===== config.mk =====
export PLATFORM = sky130hd
export DESIGN_NAME = pisd_top
export DESIGN_NICKNAME = d
export VERILOG_FILES = /design/src/inc/pisd_pkg.sv /design/src/hw/pisd_divider.sv /design/src/hw/pisd_top.sv
export SDC_FILE = /design/constraint.sdc
export NUM_CORES = 1
export LEC_CHECK = 0
export BUFFER_PORTS_ARGS = -buffer_cell sky130_fd_sc_hd__buf_2
export CAP_MARGIN = 0
export CORE_UTILIZATION = 38
export DETAILED_ROUTE_END_ITERATION = 10
export PLACE_DENSITY = 0.58
export RECOVER_POWER = 50
export SLEW_MARGIN = 40
export SYNTH_ARGS = -nofsm -noshare
export SYNTH_HDL_FRONTEND = slang
export SYNTH_HIERARCHICAL = 1
export SYNTH_SLANG_ARGS = --single-unit

===== constraint.sdc =====
create_clock -name clk_sys -period 6.8 [get_ports clk_sys]
set_clock_uncertainty 0.05 [all_clocks]
set_input_delay 0.34 -clock clk_sys [delete_from_list [all_inputs] [get_ports clk_sys]]
set_output_delay 0.34 -clock clk_sys [all_outputs]
set_load 0.02 [all_outputs]

===== src/inc/pisd_pkg.sv =====
// shared constants and types for the input select / divider mode block
package pisd_pkg;
    // apb register byte offsets
    localparam logic [7:0] ADDR_DATA_BUF = 8'h04;
    localparam logic [7:0] ADDR_DIV_VALUE = 8'h08;
    localparam logic [7:0] ADDR_MODE = 8'h10;
    localparam logic [7:0] ADDR_REF_SEL = 8'h14;
    localparam logic [7:0] ADDR_UNLOCK = 8'h18;
    localparam logic [7:0] ADDR_IRQ_STAT = 8'h1c;
    localparam logic [7:0] ADDR_IRQ_MASK = 8'h20;

    // mode register fields
    localparam int MODE_LO_BIT = 0;
    localparam int MODE_W = 2;
    localparam int SWLSB_BIT = 3;

    // other field layouts
    localparam int REF_SEL_W = 4;
    localparam int DIV_REG_W = 16;
    localparam int SWALLOW_W = 5;
    localparam int PROG_W = 12;
    localparam int N_W = SWALLOW_W + PROG_W;
    localparam int UNLOCK_BIT = 0;
    localparam int IRQ_W = 2;
    localparam int IRQ_UNLOCK_BIT = 0;
    localparam int IRQ_DIVOUT_BIT = 1;
    localparam int REF_CNT_W = 16;

    // reset values
    localparam logic SWLSB_RST = 1'b0;
    localparam logic [DIV_REG_W-1:0] DIV_REG_RST = 16'h0000;
    localparam logic [REF_SEL_W-1:0] REF_SEL_RST = 4'h0;
    localparam logic [IRQ_W-1:0] IRQ_MASK_RST = 2'h0;

    // timing: one reference step, scaled by the select code
    localparam int CLK_PERIOD_NS = 100;
    localparam int REF_STEP_NS = 1000;
    localparam int REF_BASE_CYCLES = (REF_STEP_NS + CLK_PERIOD_NS - 1) / CLK_PERIOD_NS;

    // dual modulus prescaler ratio in swallow modes
    localparam int PRESCALE_MODULUS = 32;

    typedef enum logic [1:0] {
        PISD_MODE_OFF = 2'b00,
        PISD_MODE_DIRECT = 2'b01,
        PISD_MODE_SW_HIGH = 2'b10,
        PISD_MODE_SW_LOW = 2'b11
    } pisd_mode_t;

    typedef enum logic [1:0] {
        PISD_PFD_IDLE = 2'b00,
        PISD_PFD_UP = 2'b01,
        PISD_PFD_DOWN = 2'b10
    } pisd_pfd_t;
endpackage

===== src/hw/pisd_divider.sv =====
// programmable divider: swallow counter, programmable counter, prescaler
`timescale 1ns/1ns
module pisd_divider #(
    parameter int SWALLOW_W = pisd_pkg::SWALLOW_W,
    parameter int PROG_W = pisd_pkg::PROG_W,
    parameter int MODULUS = pisd_pkg::PRESCALE_MODULUS
) (
    input wire logic clk_sys,
    input wire logic rst_n,
    input wire logic run,
    input wire logic swallow_mode,
    input wire logic in_edge,
    input wire logic [SWALLOW_W+PROG_W-1:0] n_value,
    output logic div_pulse
);
    localparam int PRE_W = $clog2(MODULUS + 1);
    localparam logic [PRE_W-1:0] PRE_LONG = PRE_W'(MODULUS);
    localparam logic [PRE_W-1:0] PRE_SHORT = PRE_W'(MODULUS - 1);

    // swallow values must stay below the prescaler ratio or n is not monotonic
    if (MODULUS < (2 ** SWALLOW_W) || SWALLOW_W < 1 || PROG_W < 2) begin : g_bad
        $error("pisd_divider: unsupported width or modulus");
    end

    logic [PRE_W-1:0] pre;
    logic [SWALLOW_W-1:0] swc;
    logic [PROG_W-1:0] pgc;
    logic [PRE_W-1:0] next_pre;
    logic [SWALLOW_W-1:0] next_swc;
    logic [PROG_W-1:0] next_pgc;
    logic next_pulse;
    logic [SWALLOW_W-1:0] load_a;
    logic [PROG_W-1:0] load_b;
    logic last;

    assign load_a = n_value[SWALLOW_W-1:0];
    assign load_b = n_value[SWALLOW_W+PROG_W-1:SWALLOW_W];
    assign last = (pgc <= PROG_W'(1));

    always_comb begin
        next_pre = pre;
        next_swc = swc;
        next_pgc = pgc;
        next_pulse = 1'b0;
        if (!run) begin
            next_swc = load_a;
            next_pgc = load_b;
            next_pre = (load_a != '0) ? PRE_LONG : PRE_SHORT;
        end else if (in_edge) begin
            if (!swallow_mode) begin
                // programmable counter alone divides by load_b
                if (last) begin
                    next_pulse = 1'b1;
                    next_pgc = load_b;
                end else begin
                    next_pgc = pgc - PROG_W'(1);
                end
            end else if (pre == '0) begin
                // prescaler period ends: m+1 while swallowing, m after
                if (last) begin
                    next_pulse = 1'b1;
                    next_pgc = load_b;
                    next_swc = load_a;
                    next_pre = (load_a != '0) ? PRE_LONG : PRE_SHORT;
                end else begin
                    next_pgc = pgc - PROG_W'(1);
                    next_swc = (swc != '0) ? swc - SWALLOW_W'(1) : swc;
                    next_pre = (swc > SWALLOW_W'(1)) ? PRE_LONG : PRE_SHORT;
                end
            end else begin
                next_pre = pre - PRE_W'(1);
            end
        end
    end

    always_ff @(posedge clk_sys or negedge rst_n) begin
        if (!rst_n) begin
            pre <= '0;
            swc <= '0;
            pgc <= '0;
            div_pulse <= 1'b0;
        end else begin
            pre <= next_pre;
            swc <= next_swc;
            pgc <= next_pgc;
            div_pulse <= next_pulse;
        end
    end
endmodule // pisd_divider


===== src/hw/pisd_top.sv =====
// input selection, division mode control and phase compare with apb registers
//
// Overview of operation
// - The synthesizer runs only while tuner_enable is high and is held disabled while it is low.
// - Mode register bits 1 and 0 select the division mode.
// - Mode 00 disables both inputs, 01 direct on low band, 10 swallow high band, 11 swallow low.
// - Mode register bit 3 supplies the least significant bit of the swallow counter value.
// - Writing 0 or 1 to that bit makes the swallow counter lowest bit 0 or 1.
// - The input that the current mode does not select is pulled down.
// - Direct division uses only the programmable counter, not the swallow counter.
// - The divider divides the selected input by the swallow and programmable counter values.
// - Resets and clock stop clear the mode field; only power-on reset (rst_n) may lose the lsb.
// - A four-bit field selects the reference frequency for phase comparison.
// - Bit 0 of the unlock register reflects the unlock flip-flop.
// - The phase difference of divided input and reference appears on the two error outputs.
// - Both swallow modes use the swallow and programmable counters together.
// - The divider is a 5-bit swallow and a 12-bit programmable down counter.
// - With mode 00 the inputs are pulled down and the divider is held loaded; reference and phase compare keep running.
//
// Design decision made here: the APB interface to the registers.
`timescale 1ns/1ns
module pisd_top #(
    parameter int REF_BASE_CYCLES = pisd_pkg::REF_BASE_CYCLES,
    parameter int MODULUS = pisd_pkg::PRESCALE_MODULUS
) (
    input wire logic clk_sys,
    input wire logic rst_n,
    input wire logic psel,
    input wire logic penable,
    input wire logic pwrite,
    input wire logic [7:0] paddr,
    input wire logic [31:0] pwdata,
    output logic [31:0] prdata,
    output logic pready,
    output logic pslverr,
    input wire logic tuner_enable,
    input wire logic watchdog_stack_reset,
    input wire logic clock_stop,
    input wire logic high_band_input,
    input wire logic low_band_input,
    output logic high_band_pulldown,
    output logic low_band_pulldown,
    output logic phase_error_out_a,
    output logic phase_error_out_b,
    output logic irq
);
    localparam int MAX_REF_CYCLES = (2 ** pisd_pkg::REF_SEL_W) * REF_BASE_CYCLES;

    if (REF_BASE_CYCLES < 1 || MAX_REF_CYCLES > (2 ** pisd_pkg::REF_CNT_W)) begin : g_bad
        $error("pisd_top: reference step does not fit the counter");
    end

    // register state
    pisd_pkg::pisd_mode_t mode;
    pisd_pkg::pisd_mode_t next_mode;
    logic swlsb;
    logic next_swlsb;
    logic [pisd_pkg::DIV_REG_W-1:0] data_buf;
    logic [pisd_pkg::DIV_REG_W-1:0] next_data_buf;
    logic [pisd_pkg::DIV_REG_W-1:0] div_value;
    logic [pisd_pkg::DIV_REG_W-1:0] next_div_value;
    logic [pisd_pkg::REF_SEL_W-1:0] ref_sel;
    logic [pisd_pkg::REF_SEL_W-1:0] next_ref_sel;
    logic [pisd_pkg::IRQ_W-1:0] irq_mask;
    logic [pisd_pkg::IRQ_W-1:0] next_irq_mask;
    logic [pisd_pkg::IRQ_W-1:0] irq_stat;
    logic [pisd_pkg::IRQ_W-1:0] next_irq_stat;
    logic unlock_flag;
    logic next_unlock_flag;
    logic [31:0] next_prdata;
    logic next_pslverr;
    logic [31:0] rd_word;
    logic rd_hit;

    // input stage, reference and phase compare state
    logic low_prev;
    logic high_prev;
    logic next_high_pulldown;
    logic next_low_pulldown;
    logic in_edge;
    logic [pisd_pkg::REF_CNT_W-1:0] ref_cnt;
    logic [pisd_pkg::REF_CNT_W-1:0] next_ref_cnt;
    logic [pisd_pkg::REF_CNT_W-1:0] ref_period;
    logic ref_tick;
    logic next_ref_tick;
    pisd_pkg::pisd_pfd_t pfd;
    pisd_pkg::pisd_pfd_t next_pfd;
    logic unlock_ev;
    logic div_pulse;
    logic div_run;
    logic swallow_mode;
    logic [pisd_pkg::IRQ_W-1:0] events;

    logic setup_phase;
    logic access_wr;
    logic access_rd;
    logic hold_clear;

    assign setup_phase = psel && !penable;
    assign access_wr = psel && penable && pwrite;
    assign access_rd = psel && penable && !pwrite;
    // every access completes in its first access cycle
    assign pready = 1'b1;
    assign hold_clear = !tuner_enable || watchdog_stack_reset || clock_stop;

    // register writes and the forced mode clear
    always_comb begin
        next_mode = mode;
        next_swlsb = swlsb;
        next_data_buf = data_buf;
        next_div_value = div_value;
        next_ref_sel = ref_sel;
        next_irq_mask = irq_mask;
        if (access_wr) begin
            if (paddr == pisd_pkg::ADDR_MODE) begin
                next_mode = pisd_pkg::pisd_mode_t'(pwdata[pisd_pkg::MODE_LO_BIT +: pisd_pkg::MODE_W]);
                next_swlsb = pwdata[pisd_pkg::SWLSB_BIT];
            end else if (paddr == pisd_pkg::ADDR_DATA_BUF) begin
                next_data_buf = pwdata[pisd_pkg::DIV_REG_W-1:0];
            end else if (paddr == pisd_pkg::ADDR_DIV_VALUE) begin
                // the written word is ignored: the buffer is what gets loaded
                next_div_value = data_buf;
            end else if (paddr == pisd_pkg::ADDR_REF_SEL) begin
                next_ref_sel = pwdata[pisd_pkg::REF_SEL_W-1:0];
            end else if (paddr == pisd_pkg::ADDR_IRQ_MASK) begin
                next_irq_mask = pwdata[pisd_pkg::IRQ_W-1:0];
            end
        end
        // a clear beats a write in the same cycle; the lsb survives
        if (hold_clear) begin
            next_mode = pisd_pkg::PISD_MODE_OFF;
        end
    end

    // read data is captured in the setup cycle so it stands for the whole access
    always_comb begin
        rd_word = '0;
        rd_hit = 1'b1;
        if (paddr == pisd_pkg::ADDR_MODE) begin
            rd_word[pisd_pkg::MODE_LO_BIT +: pisd_pkg::MODE_W] = mode;
            rd_word[pisd_pkg::SWLSB_BIT] = swlsb;
        end else if (paddr == pisd_pkg::ADDR_DATA_BUF) begin
            rd_word[pisd_pkg::DIV_REG_W-1:0] = data_buf;
        end else if (paddr == pisd_pkg::ADDR_DIV_VALUE) begin
            rd_word[pisd_pkg::DIV_REG_W-1:0] = div_value;
        end else if (paddr == pisd_pkg::ADDR_REF_SEL) begin
            rd_word[pisd_pkg::REF_SEL_W-1:0] = ref_sel;
        end else if (paddr == pisd_pkg::ADDR_UNLOCK) begin
            rd_word[pisd_pkg::UNLOCK_BIT] = unlock_flag;
        end else if (paddr == pisd_pkg::ADDR_IRQ_STAT) begin
            rd_word[pisd_pkg::IRQ_W-1:0] = irq_stat;
        end else if (paddr == pisd_pkg::ADDR_IRQ_MASK) begin
            rd_word[pisd_pkg::IRQ_W-1:0] = irq_mask;
        end else begin
            rd_hit = 1'b0;
        end
        next_prdata = setup_phase ? rd_word : prdata;
        next_pslverr = setup_phase ? !rd_hit : pslverr;
    end

    // sticky flags: a read clears only the bits it returned, so an event
    // landing between setup and access is never lost
    assign events[pisd_pkg::IRQ_UNLOCK_BIT] = unlock_ev;
    assign events[pisd_pkg::IRQ_DIVOUT_BIT] = div_pulse;

    always_comb begin
        next_irq_stat = irq_stat;
        next_unlock_flag = unlock_flag;
        if (access_rd && paddr == pisd_pkg::ADDR_IRQ_STAT) begin
            next_irq_stat = irq_stat & ~prdata[pisd_pkg::IRQ_W-1:0];
        end
        if (access_rd && paddr == pisd_pkg::ADDR_UNLOCK && prdata[pisd_pkg::UNLOCK_BIT]) begin
            next_unlock_flag = 1'b0;
        end
        next_irq_stat = next_irq_stat | events;
        if (unlock_ev) begin
            next_unlock_flag = 1'b1;
        end
    end

    always_ff @(posedge clk_sys or negedge rst_n) begin
        if (!rst_n) begin
            mode <= pisd_pkg::PISD_MODE_OFF;
            swlsb <= pisd_pkg::SWLSB_RST;
            data_buf <= pisd_pkg::DIV_REG_RST;
            div_value <= pisd_pkg::DIV_REG_RST;
            ref_sel <= pisd_pkg::REF_SEL_RST;
            irq_mask <= pisd_pkg::IRQ_MASK_RST;
            irq_stat <= '0;
            unlock_flag <= 1'b0;
            prdata <= '0;
            pslverr <= 1'b0;
        end else begin
            mode <= next_mode;
            swlsb <= next_swlsb;
            data_buf <= next_data_buf;
            div_value <= next_div_value;
            ref_sel <= next_ref_sel;
            irq_mask <= next_irq_mask;
            irq_stat <= next_irq_stat;
            unlock_flag <= next_unlock_flag;
            prdata <= next_prdata;
            pslverr <= next_pslverr;
        end
    end

    assign irq = |(irq_stat & irq_mask);

    // input selection: mode 00 only parks the pins, the reference keeps running
    always_comb begin
        in_edge = 1'b0;
        next_high_pulldown = 1'b1;
        next_low_pulldown = 1'b1;
        case (mode)
            pisd_pkg::PISD_MODE_DIRECT, pisd_pkg::PISD_MODE_SW_LOW: begin
                in_edge = low_band_input && !low_prev;
                next_low_pulldown = 1'b0;
            end
            pisd_pkg::PISD_MODE_SW_HIGH: begin
                in_edge = high_band_input && !high_prev;
                next_high_pulldown = 1'b0;
            end
            default: begin
                in_edge = 1'b0;
            end
        endcase
        if (hold_clear) begin
            next_high_pulldown = 1'b1;
            next_low_pulldown = 1'b1;
        end
    end

    always_ff @(posedge clk_sys or negedge rst_n) begin
        if (!rst_n) begin
            low_prev <= 1'b0;
            high_prev <= 1'b0;
            high_band_pulldown <= 1'b1;
            low_band_pulldown <= 1'b1;
        end else begin
            low_prev <= low_band_input;
            high_prev <= high_band_input;
            high_band_pulldown <= next_high_pulldown;
            low_band_pulldown <= next_low_pulldown;
        end
    end

    assign div_run = tuner_enable && (mode != pisd_pkg::PISD_MODE_OFF);
    assign swallow_mode = (mode == pisd_pkg::PISD_MODE_SW_HIGH)
        || (mode == pisd_pkg::PISD_MODE_SW_LOW);

    pisd_divider #(
        .SWALLOW_W(pisd_pkg::SWALLOW_W),
        .PROG_W(pisd_pkg::PROG_W),
        .MODULUS(MODULUS)
    ) u_divider (
        .clk_sys(clk_sys),
        .rst_n(rst_n),
        .run(div_run),
        .swallow_mode(swallow_mode),
        .in_edge(in_edge),
        .n_value({div_value, swlsb}),
        .div_pulse(div_pulse)
    );

    // reference divider: period is (code + 1) reference steps
    assign ref_period = pisd_pkg::REF_CNT_W'((32'(ref_sel) + 1) * REF_BASE_CYCLES - 1);

    always_comb begin
        next_ref_cnt = ref_cnt;
        next_ref_tick = 1'b0;
        if (!tuner_enable) begin
            next_ref_cnt = ref_period;
        end else if (ref_cnt == '0) begin
            next_ref_tick = 1'b1;
            next_ref_cnt = ref_period;
        end else begin
            next_ref_cnt = ref_cnt - pisd_pkg::REF_CNT_W'(1);
        end
    end

    // phase compare: a second edge on the same side before the other
    // arrives is a cycle slip and marks the loop unlocked
    always_comb begin
        next_pfd = pfd;
        unlock_ev = 1'b0;
        case (pfd)
            pisd_pkg::PISD_PFD_IDLE: begin
                if (ref_tick && !div_pulse) begin
                    next_pfd = pisd_pkg::PISD_PFD_UP;
                end else if (div_pulse && !ref_tick) begin
                    next_pfd = pisd_pkg::PISD_PFD_DOWN;
                end
            end
            pisd_pkg::PISD_PFD_UP: begin
                if (div_pulse) begin
                    next_pfd = pisd_pkg::PISD_PFD_IDLE;
                end else if (ref_tick) begin
                    unlock_ev = 1'b1;
                end
            end
            pisd_pkg::PISD_PFD_DOWN: begin
                if (ref_tick) begin
                    next_pfd = pisd_pkg::PISD_PFD_IDLE;
                end else if (div_pulse) begin
                    unlock_ev = 1'b1;
                end
            end
            default: begin
                next_pfd = pisd_pkg::PISD_PFD_IDLE;
            end
        endcase
        if (!tuner_enable) begin
            next_pfd = pisd_pkg::PISD_PFD_IDLE;
            unlock_ev = 1'b0;
        end
    end

    always_ff @(posedge clk_sys or negedge rst_n) begin
        if (!rst_n) begin
            ref_cnt <= '0;
            ref_tick <= 1'b0;
            pfd <= pisd_pkg::PISD_PFD_IDLE;
        end else begin
            ref_cnt <= next_ref_cnt;
            ref_tick <= next_ref_tick;
            pfd <= next_pfd;
        end
    end

    assign phase_error_out_a = (pfd == pisd_pkg::PISD_PFD_UP);
    assign phase_error_out_b = (pfd == pisd_pkg::PISD_PFD_DOWN);

    disabled_pins_a: assert property (@(posedge clk_sys) disable iff (!rst_n)
        !tuner_enable |=> high_band_pulldown && low_band_pulldown
            && mode == pisd_pkg::PISD_MODE_OFF && !phase_error_out_a)
        else $error("disabled block still active");

    mode_write_a: assert property (@(posedge clk_sys) disable iff (!rst_n)
        access_wr && paddr == pisd_pkg::ADDR_MODE && !hold_clear
        |=> mode == $past(pwdata[pisd_pkg::MODE_LO_BIT +: pisd_pkg::MODE_W]))
        else $error("mode field not written");

    high_select_a: assert property (@(posedge clk_sys) disable iff (!rst_n)
        mode == pisd_pkg::PISD_MODE_SW_HIGH && !hold_clear
        |=> !high_band_pulldown && low_band_pulldown)
        else $error("high band selection wrong");

    low_select_a: assert property (@(posedge clk_sys) disable iff (!rst_n)
        (mode == pisd_pkg::PISD_MODE_DIRECT || mode == pisd_pkg::PISD_MODE_SW_LOW) && !hold_clear
        |=> !low_band_pulldown && high_band_pulldown)
        else $error("low band selection wrong");

    lsb_write_a: assert property (@(posedge clk_sys) disable iff (!rst_n)
        access_wr && paddr == pisd_pkg::ADDR_MODE |=> swlsb == $past(pwdata[pisd_pkg::SWLSB_BIT]))
        else $error("swallow lsb not written");

    clear_keeps_a: assert property (@(posedge clk_sys) disable iff (!rst_n)
        hold_clear && !(access_wr && paddr == pisd_pkg::ADDR_MODE)
        |=> mode == pisd_pkg::PISD_MODE_OFF && $stable(swlsb))
        else $error("mode clear wrong");

    unlock_sticky_a: assert property (@(posedge clk_sys) disable iff (!rst_n)
        unlock_ev |=> unlock_flag && irq_stat[pisd_pkg::IRQ_UNLOCK_BIT])
        else $error("unlock not latched");

    phase_lead_a: assert property (@(posedge clk_sys) disable iff (!rst_n)
        tuner_enable && pfd == pisd_pkg::PISD_PFD_IDLE && ref_tick && !div_pulse
        |=> phase_error_out_a && !phase_error_out_b)
        else $error("reference lead not shown");

    divout_event_a: assert property (@(posedge clk_sys) disable iff (!rst_n)
        div_pulse |=> irq_stat[1] ##0 (irq_mask[1] -> irq))
        else $error("divided pulse lost");

    transfer_a: assert property (@(posedge clk_sys) disable iff (!rst_n)
        access_wr && paddr == pisd_pkg::ADDR_DIV_VALUE |=> div_value == $past(data_buf))
        else $error("buffer transfer failed");
endmodule // pisd_top


* Word level (Yosys, flattened, before mapping)
Index checks and enable logic that the tools add are counted.
Word-level totals: register bits 108, input bits 50, word-level logic and storage cells 172
Operators by class: add/sub/neg operators 6, multiply operators 1, $lt $le $gt $ge 2, eq/ne operators 20, mux-type cells 70, bitwise logic cells 8, reductions and logical operators 44
Operator list (number):
- $mux 12 | 7
- $mux 16 | 3
- $mux 6 | 7
- $eq 8x5->1 const B | 4
- $mux 5 | 6
- $mux 1 | 29
- $mux 2 | 14
- $logic_not 16->1 | 1
- $sub 16x1->16 const B | 1
- $le 12x1->1 const B | 1
- $logic_and 1x1->1 | 12
- $sub 12x1->12 const B | 1
- $reduce_bool 5->1 | 2
- $sub 9x1->10 const B | 1
- $eq 8x3->1 const B | 1
- $eq 8x4->1 const B | 1
- $eq 8x6->1 const B | 1
- $logic_not 1->1 | 8
- $mul 5x3->8 const B | 1
- $reduce_and 2->1 | 4
- $reduce_and 4->1 | 2
- $reduce_bool 2->1 | 4
- $eq 2x2->1 const B | 3
- $logic_not 6->1 | 1
- other kinds (22) | 36

* Longest topological paths before layout
Gate-level depths: netlist of run 1.
depth after elaboration 9, gate-level depth with buffers 11, gate-level depth less buffers 10

* Cells and area by module
Netlist of run 1, hierarchy kept.
Modules (own cells, without submodules):
- pisd_top | times used 1, cells an instance 438, area an instance 4623.2 µm²
- pisd_divider | times used 1, cells an instance 196, area an instance 1851.8 µm²

* Worst setup path before layout of run 1
No wires, ideal clock.
path type reg-to-reg, start point register ref_sel[1] (netlist bit), end point register ref_cnt[15] (netlist bit), library setup time 0.135 ns, arrival time 2.675 ns, setup slack 3.940 ns, stages on the path, launching flop included 10, buffers on the path 1, clock period less this slack 2.860 ns, cell sequence dfrtp_1 ha_1 and3_1 clkbuf_1 ha_1 fa_1 xnor3_1 and2_1 a41oi_4 a21oi_1
Between the ends: longest elaborated chain between the ends 5
Ends and longest elaborated chain:
- from (decl) | RTL line pisd_top.sv:62 | logic [pisd_pkg::REF_SEL_W-1:0] ref_sel;
- from (signal assigned) | RTL line pisd_top.sv:187 | ref_sel <= pisd_pkg::REF_SEL_RST;
- from (signal assigned) | RTL line pisd_top.sv:198 | ref_sel <= next_ref_sel;
- $add 4x1->5 (*) | RTL line pisd_top.sv:266 | assign ref_period = pisd_pkg::REF_CNT_W'((32'(ref_sel) + 1) * REF_BASE_CYCLES - 1);
- $mul 5x3->8 (*) | RTL line pisd_top.sv:266
- $sub 9x1->10 (*) | RTL line pisd_top.sv:266
- $mux 16 | RTL line pisd_top.sv:273 | end else if (ref_cnt == '0) begin
- $mux 16 (*) | RTL line pisd_top.sv:271 | if (!tuner_enable) begin
- net next_ref_cnt, one bit | RTL line pisd_top.sv:82 | logic [pisd_pkg::REF_CNT_W-1:0] next_ref_cnt;
- to (signal assigned) | RTL line pisd_top.sv:324 | ref_cnt <= next_ref_cnt;
- to (decl) | RTL line pisd_top.sv:81 | logic [pisd_pkg::REF_CNT_W-1:0] ref_cnt;
Mark *: on every way through the listed nets, which the timed path passes. The rest lies on a longest branch. A chain may end at the register's enable or synchronous reset.

* Final worst setup path of run 1
start point register ref_sel[0] (netlist bit), end point register ref_cnt[15] (netlist bit)
Same word-level chain as after synthesis.

==> results.sh, run 1 <==
export IMPL_cts_htree_levels=3
export IMPL_tritoncts_num_buffers=9
export IMPL_viasPerCell=5.62
export IMPL_floorplan_initialDensity_pct=39.0
export IMPL_avgSynthCellArea_um2=10.2
export IMPL_run_status="complete, but fails checks"
export IMPL_cpMostUsedCell="ha_1"
export IMPL_areaGrowthSynthToFinish_pct=10.8
export IMPL_placed_area_um2=6850
export IMPL_fraction_of_post_synthesis_cell_area_in_the_top_cell_type_by_area_pct=41.0
export IMPL_count_of_routing_violations_after_the_opening_detailed_route_iteration=384
export IMPL_wl_met1_um=7110
export IMPL_final_layout_size_suffix_gt1_share_pct=18.9
export IMPL_root_buffer="clkbuf_16"
export IMPL_regToRegSetupSlack_ps=3580
export IMPL_period_needed_ps=3220
export IMPL_switching_share_pct=27.4
export IMPL_wl_um=15400
export IMPL_routedWlPerCell_um=17.1
export IMPL_switchingPower_uw=377
export IMPL_slew_headroom_pct=-98.8
export IMPL_synth_top_area_cell="dfrtp_1"
export IMPL_number_of_standard_cells_after_synthesis=634
export IMPL_fin_util_pct=43.3
export IMPL_critical_path_peak_fanout=11
export IMPL_cts_repair_resized=0
export IMPL_dr_wl_met2_um=7290
export IMPL_post_cts_buffers=0
export IMPL_synth_edf_count=0
export IMPL_worst_hold_startpoint="low_band_input"
export IMPL_rows=47
export IMPL_vias=5056
export IMPL_netlist_area_um2=6470
export IMPL_crit_path_max_incr_delay_ps=570
export IMPL_timing_hold_worst_endpoint="low_prev$_DFF_PN0_"
export IMPL_static_leakage_power_uw=0.00318
export IMPL_drt_pre_antenna_iters=5
export IMPL_holdCritPathClass="primary input to flop"
export IMPL_grt_pass1_vias=4942
export IMPL_residual_drc=0
export IMPL_failed_checks="capacitance limit, slew limit"
export IMPL_floorplan_die_area_um2=17600
export IMPL_worstSetupPathType="flop to flop"
export IMPL_number_of_ports_placed_on_the_die_boundary=89
export IMPL_ir_drop_mv=0.132
export IMPL_clk_transition_reported_paths_ps=80
export IMPL_die_w_um=133
export IMPL_share_clk_of_total_power_pct=42.2
export IMPL_final_period_utilization_pct=47.3
export IMPL_routability_driven_placement_congestion_ratio=0.845
export IMPL_core_area_um2=16600
export IMPL_power_per_cell_area_nw_per_um2=192
export IMPL_worstSetupStartpointType="flop"
export IMPL_buffers_inverters_on_critical_path=0
export IMPL_grt_start_max_net_pins=56
export IMPL_grt_use_total_pct=18.2
export IMPL_cp_required_ps=7020
export IMPL_grt_pass1_wl_um=25600
export IMPL_hold_buffers=0
export IMPL_antenna_found_initial=0
export IMPL_worst_path_dominant_cell_family="adder cells"
export IMPL_max_capacitance_violation_count=1
export IMPL_finalSetupViolations=0
export IMPL_max_slew_worst_pin_slew_ps=2980
export IMPL_fin_tns_setup_ps=0
export IMPL_timing_critical_path_arrival_ps=3440
export IMPL_hold_depth=1
export IMPL_rsz0062_at_grt="false"
export IMPL_share_seq_of_total_power_pct=49.2
export IMPL_number_of_sinks_driven_by_the_clock_tree=108
export IMPL_yosys_warnings=6
export IMPL_clock_path_buffers=2
export IMPL_diodes=0
export IMPL_route_antenna_remaining_nets=0
export IMPL_dieHeight_um=133
export IMPL_clkLatencyLatePin_ps=360
export IMPL_timing_critical_path_cells="ha_1 -> and3_1 -> ha_1 -> fa_1 -> nor4_1 -> and2_1 -> a41oi_4 -> a21oi_1"
export IMPL_n_fill_cell=1631
export IMPL_r2r_start="ref_sel[0]$_DFFE_PN0P_"
export IMPL_synth_seq_area_share_pct=41.8
export IMPL_top_achievable_clock_speed_mhz=311
export IMPL_synth_area_leaders="dfrtp_1 (41%), mux2_2 (7.0%), nor2_1 (3.7%), ha_1 (3.5%), buf_4 (2.7%)"
export IMPL_combinationalPowerShare_pct=8.6
export IMPL_slew_viol_final=56
export IMPL_synth_ff_type="dfrtp_1"
export IMPL_worst_path_max_delay_cell="dfrtp_1"
export IMPL_number_of_hold_violations_in_the_final_report=0
export IMPL_cts_tree="yes"
export IMPL_stdcell_area_um2=7180
export IMPL_net_count_reported_at_finish=743
export IMPL_maxUsedRoutingLayer="met4"
export IMPL_netlist_cell_type_count=90
export IMPL_met3_wirelength_um=672
export IMPL_gr_total_overflow=0
export IMPL_worst_r2r_path_depth=8
export IMPL_rr_endpoint="ref_cnt[15]$_DFF_PN0_"
export IMPL_place_port_buffers=55
export IMPL_share_of_async_settable_or_async_resettable_flops_after_synthesis_pct=100
export IMPL_worst_setup_path_end_kind="flop"
export IMPL_yosys_register_bits=108
export IMPL_post_dp_hpwl_um=11100
export IMPL_power_internal_uw=1000
[cell type report]
type	count	area (um^2)	share of cell area, %
Timing Repair Buffer	59	294	4.10
Multi-Input combinational cell	473	3480	48.5
Sequential cell	108	2710	37.7
Tap cell	220	275	3.84
Inverter	23	86.3	1.20
Clock inverter	7	113	1.57
Clock buffer	9	225	3.14
[registers in the layout (all words and copies together) (netlist names), 4 cells and up]
name	count
div_value	16
u_divider/swc	5
ref_sel	4
prdata	16
ref_cnt	16
u_divider/pre	6
data_buf	16
u_divider/pgc	12
[worst max-delay path by stage]
stage	to	cells after the start	from	slack (ps)
floorplan	ref_cnt[15]$_DFF_PN0_	9	ref_sel[1]$_DFFE_PN0P_	3940
global placement	ref_cnt[14]$_DFF_PN0_	8	ref_sel[0]$_DFFE_PN0P_	3660
detailed placement	ref_cnt[15]$_DFF_PN0_	9	ref_sel[0]$_DFFE_PN0P_	3560
CTS	ref_cnt[15]$_DFF_PN0_	9	ref_sel[0]$_DFFE_PN0P_	3560
global route	u_divider/pgc[7]$_DFFE_PN0P_	2	rst_n	3210
finish	ref_cnt[15]$_DFF_PN0_	8	ref_sel[0]$_DFFE_PN0P_	3580
[Yosys cell counts (6+ instances only)]
master and n:
a211oi_1 7, a21oi_1 25, a221oi_1 12, a31oi_1 10
and3_1 6, buf_2 7, buf_4 23, clkbuf_1 11
dfrtp_1 106, ha_1 18, inv_1 22, mux2_2 40
mux2i_1 6, nand2_1 37, nand2b_1 10, nand3_1 18
nand4_1 9, nor2_1 64, nor2b_1 8, nor3_1 15
nor4_1 7, o21ai_0 14, o22ai_1 8, xnor2_1 11
xor2_1 8
[cells in the final DEF, fill, tap and decap left out, types with 6 or more instances in the layout]
cell type  instances
buf_2             31
nand3_1           18
nor2b_1            7
nand2_1           37
a21oi_1           25
clkbuf_16          9
o22ai_1            8
dfrtp_1          106
nor3_1            16
inv_1             22
and3_1             6
clkbuf_1          24
a211oi_1           7
xnor2_1           11
ha_1              18
nand4_1            9
a31oi_1           10
nand2b_1           9
a221oi_1          12
conb_1            17
nor4_1             7
mux2i_1            6
xor2_1             8
mux2_2            40
o21ai_0           14
nor2_1            62
[power groups by stage]
stage / registers (uW) / logic (uW) / clock network (uW)
after CTS: 679 / 124 / 597
after detailed placement: 691 / 123 / 0
after floorplan: 698 / 71.4 / 0
after global placement: 690 / 120 / 0
after global routing: 682 / 133 / 625
final: 679 / 118 / 582
[stage by stage]
stage                     setup slack [ps]  power [uW]  hold WS (ps)  cells
final                                 3580        1380          61.1    899
after global routing                  3210        1440          58.6    899
after CTS                             3560        1400          3.65    897
after detailed placement              3560         814           401    881
after global placement                3660         810           382    880
after floorplan                       3940         769         -5.59    649
[cell families (layout without fill, tap and decap cells)]
logic type               after synthesis  in the layout  synth area share [%]
AO/OA/AOI/OAI                        142            142                  16.8
XOR/XNOR                              20             20                  2.92
adder cells (fa/ha/maj)               19             19                  3.79
buffers and inverters                 68             98                  5.84
flip-flops                           108            108                  41.8
multiplexers                          52             52                  9.20
other                                  2             17                 0.116
AND/OR/NAND/NOR                      223            223                  19.6
[routing by layer]
layer,global-route usage [%],vias to the layer above
met3,3.37,18
met1,24.8,2511
li1,-,2395
met5,0,-
met4,5.81,0
met2,29.1,132
Power figures use the tool's default switching activity.
==> run 2, diff against run 1 <==
- clock period: 6.8 -> 3.2 ns (I/O delays scaled with it)
==> results.sh, run 2 (same netlist as run 1, synthesis figures left out) <==
export IMPL_run_status="complete, but fails checks"
export IMPL_failed_checks="capacitance limit, slew limit"
export IMPL_worstSetupPathType="flop to flop"
export IMPL_worstSetupStartpointType="flop"
export IMPL_root_buffer="clkbuf_16"
export IMPL_net_count_reported_at_finish=772
export IMPL_mostFrequentLayoutCells="dfrtp_1 (105), nor2_1 (63), mux2_2 (40)"
export IMPL_buffers_inverters_on_critical_path=0
export IMPL_viasPerCell=5.60
export IMPL_count_of_routing_violations_after_the_opening_detailed_route_iteration=317
export IMPL_critical_path_peak_fanout=7
export IMPL_place_ws_ps=114
export IMPL_static_leakage_power_uw=0.00331
export IMPL_diodes=0
export IMPL_gr_total_overflow=0
export IMPL_dp_cells=895
export IMPL_timing_critical_path_arrival_ps=3180
export IMPL_cts_tree="yes"
export IMPL_period_needed_ps=3010
export IMPL_worst_setup_path_end_kind="flop"
export IMPL_residual_drc=0
export IMPL_worst_path_max_delay_cell="fa_1"
export IMPL_grt_use_total_pct=18.8
export IMPL_cts_htree_levels=3
export IMPL_cp_required_ps=3370
export IMPL_rows=47
export IMPL_floorplan_initialDensity_pct=39.0
export IMPL_finalSetupViolations=0
export IMPL_wl_um=16000
export IMPL_rsz0062_at_grt="false"
export IMPL_leading_cell_type_in_the_layout_fill_and_taps_excluded="dfrtp_1"
export IMPL_routedWlPerCell_um=17.2
export IMPL_final_cell_count_no_fill=928
export IMPL_slew_viol_final=42
export IMPL_place_port_buffers=55
export IMPL_power_per_cell_area_nw_per_um2=400
export IMPL_grt_pass1_wl_um=26600
export IMPL_floorplan_die_area_um2=17600
export IMPL_cpMostUsedCell="ha_1"
export IMPL_number_of_ports_placed_on_the_die_boundary=89
export IMPL_drt_pre_antenna_iters=4
export IMPL_antenna_found_initial=0
export IMPL_clkLatencyLatePin_ps=360
export IMPL_met3_wirelength_um=542
export IMPL_holdCritPathClass="primary input to flop"
export IMPL_post_dp_hpwl_um=11600
export IMPL_ir_drop_mv=0.289
export IMPL_max_capacitance_violation_count=1
export IMPL_slew_headroom_pct=-70.7
export IMPL_worst_path_dominant_cell_family="adder cells"
export IMPL_timing_final_ws_setup_ps=187
export IMPL_clock_path_buffers=2
export IMPL_final_layout_size_suffix_gt1_share_pct=19.9
export IMPL_maxUsedRoutingLayer="met4"
export IMPL_dieHeight_um=133
export IMPL_crit_path_max_incr_delay_ps=470
export IMPL_die_w_um=133
export IMPL_routability_driven_placement_congestion_ratio=0.876
export IMPL_core_area_um2=16600
export IMPL_route_antenna_remaining_nets=0
export IMPL_clk_transition_reported_paths_ps=80
export IMPL_fin_util_pct=44.7
export IMPL_wl_met1_um=7440
export IMPL_max_slew_worst_pin_slew_ps=2560
export IMPL_number_of_hold_violations_in_the_final_report=0
export IMPL_grt_pass1_vias=5268
export IMPL_number_of_sinks_driven_by_the_clock_tree=108
export IMPL_vias=5193
export IMPL_fin_tns_setup_ps=0
export IMPL_grt_start_max_net_pins=48
export IMPL_timing_critical_path_cells="ha_1 -> and3_1 -> ha_1 -> fa_1 -> xnor3_1 -> and2_1 -> a41oi_4 -> a21oi_1"
export IMPL_top_achievable_clock_speed_mhz=332
export IMPL_tritoncts_num_buffers=9
export IMPL_final_period_utilization_pct=94.2
export IMPL_n_fill_cell=1593
export IMPL_areaGrowthSynthToFinish_pct=14.4
export IMPL_dr_wl_met2_um=7720
export IMPL_post_cts_buffers=0
==> run 2: cell count changes in the layout (fill, tap and decap cells not counted), sizes merged <==
| cell | before | now |
|---|---|---|
| buf | 35 | 49 |
| clkbuf | 33 | 32 |
| dlygate4sd3 | 0 | 16 |
==> run 2: what timing repair did <==
item	CTS	global route
resized for setup	0	2
hold buffers	16	0
endpoints found under the hold margin	53	0
setup endpoints to repair	0	8
==> run 2: worst paths after layout <==
path	startpoint	to	slack, ps	cells after the start
max reg2reg	ref_sel[1]$_DFFE_PN0P_	ref_cnt[11]$_DFF_PN0_	190	8
min	pwdata[3]	ref_sel[3]$_DFFE_PN0P_	20	2
max in group asynchronous	rst_n	swlsb$_DFFE_PN0P_	560	2
max	ref_sel[1]$_DFFE_PN0P_	ref_cnt[11]$_DFF_PN0_	190	8
min reg2reg	ref_cnt[0]$_DFF_PN0_	ref_cnt[0]$_DFF_PN0_	440	1
min in group asynchronous	rst_n	ref_cnt[10]$_DFF_PN0_	1090	2
==> run 2: power breakdown <==
group          internal [uW]  leakage (uW)  switching (uW)  total (uW)
clock network            645      0.000164             602        1250
logic                   97.2       0.00173             178         275
registers               1400       0.00142            37.8        1440
==> run 2: metal layers <==
metal	global-route usage, %	vias up
met5	0	-
met4	6.13	0
met3	3.60	17
met2	31.0	134
met1	24.9	2583
li1	-	2459
==> run 2: area by class of cell <==
| type | count | area (um^2) | area share, % |
|---|---|---|---|
| Clock inverter | 7 | 113 | 1.52 |
| Clock buffer | 9 | 225 | 3.04 |
| Sequential cell | 108 | 2710 | 36.5 |
| Timing Repair Buffer | 88 | 552 | 7.45 |
| Inverter | 23 | 86.3 | 1.17 |
| Multi-Input combinational cell | 473 | 3450 | 46.6 |
| Tap cell | 220 | 275 | 3.72 |
==> run 2: stage by stage <==
step	power (uW)	cell area [um^2]	hold slack, ps
after floorplan	1640	6530	-186
after global placement	1730	6920	145
after detailed placement	1740	6930	157
after CTS	3020	7430	2.16
after global routing	3090	7410	11.5
final	2960	7410	21.2
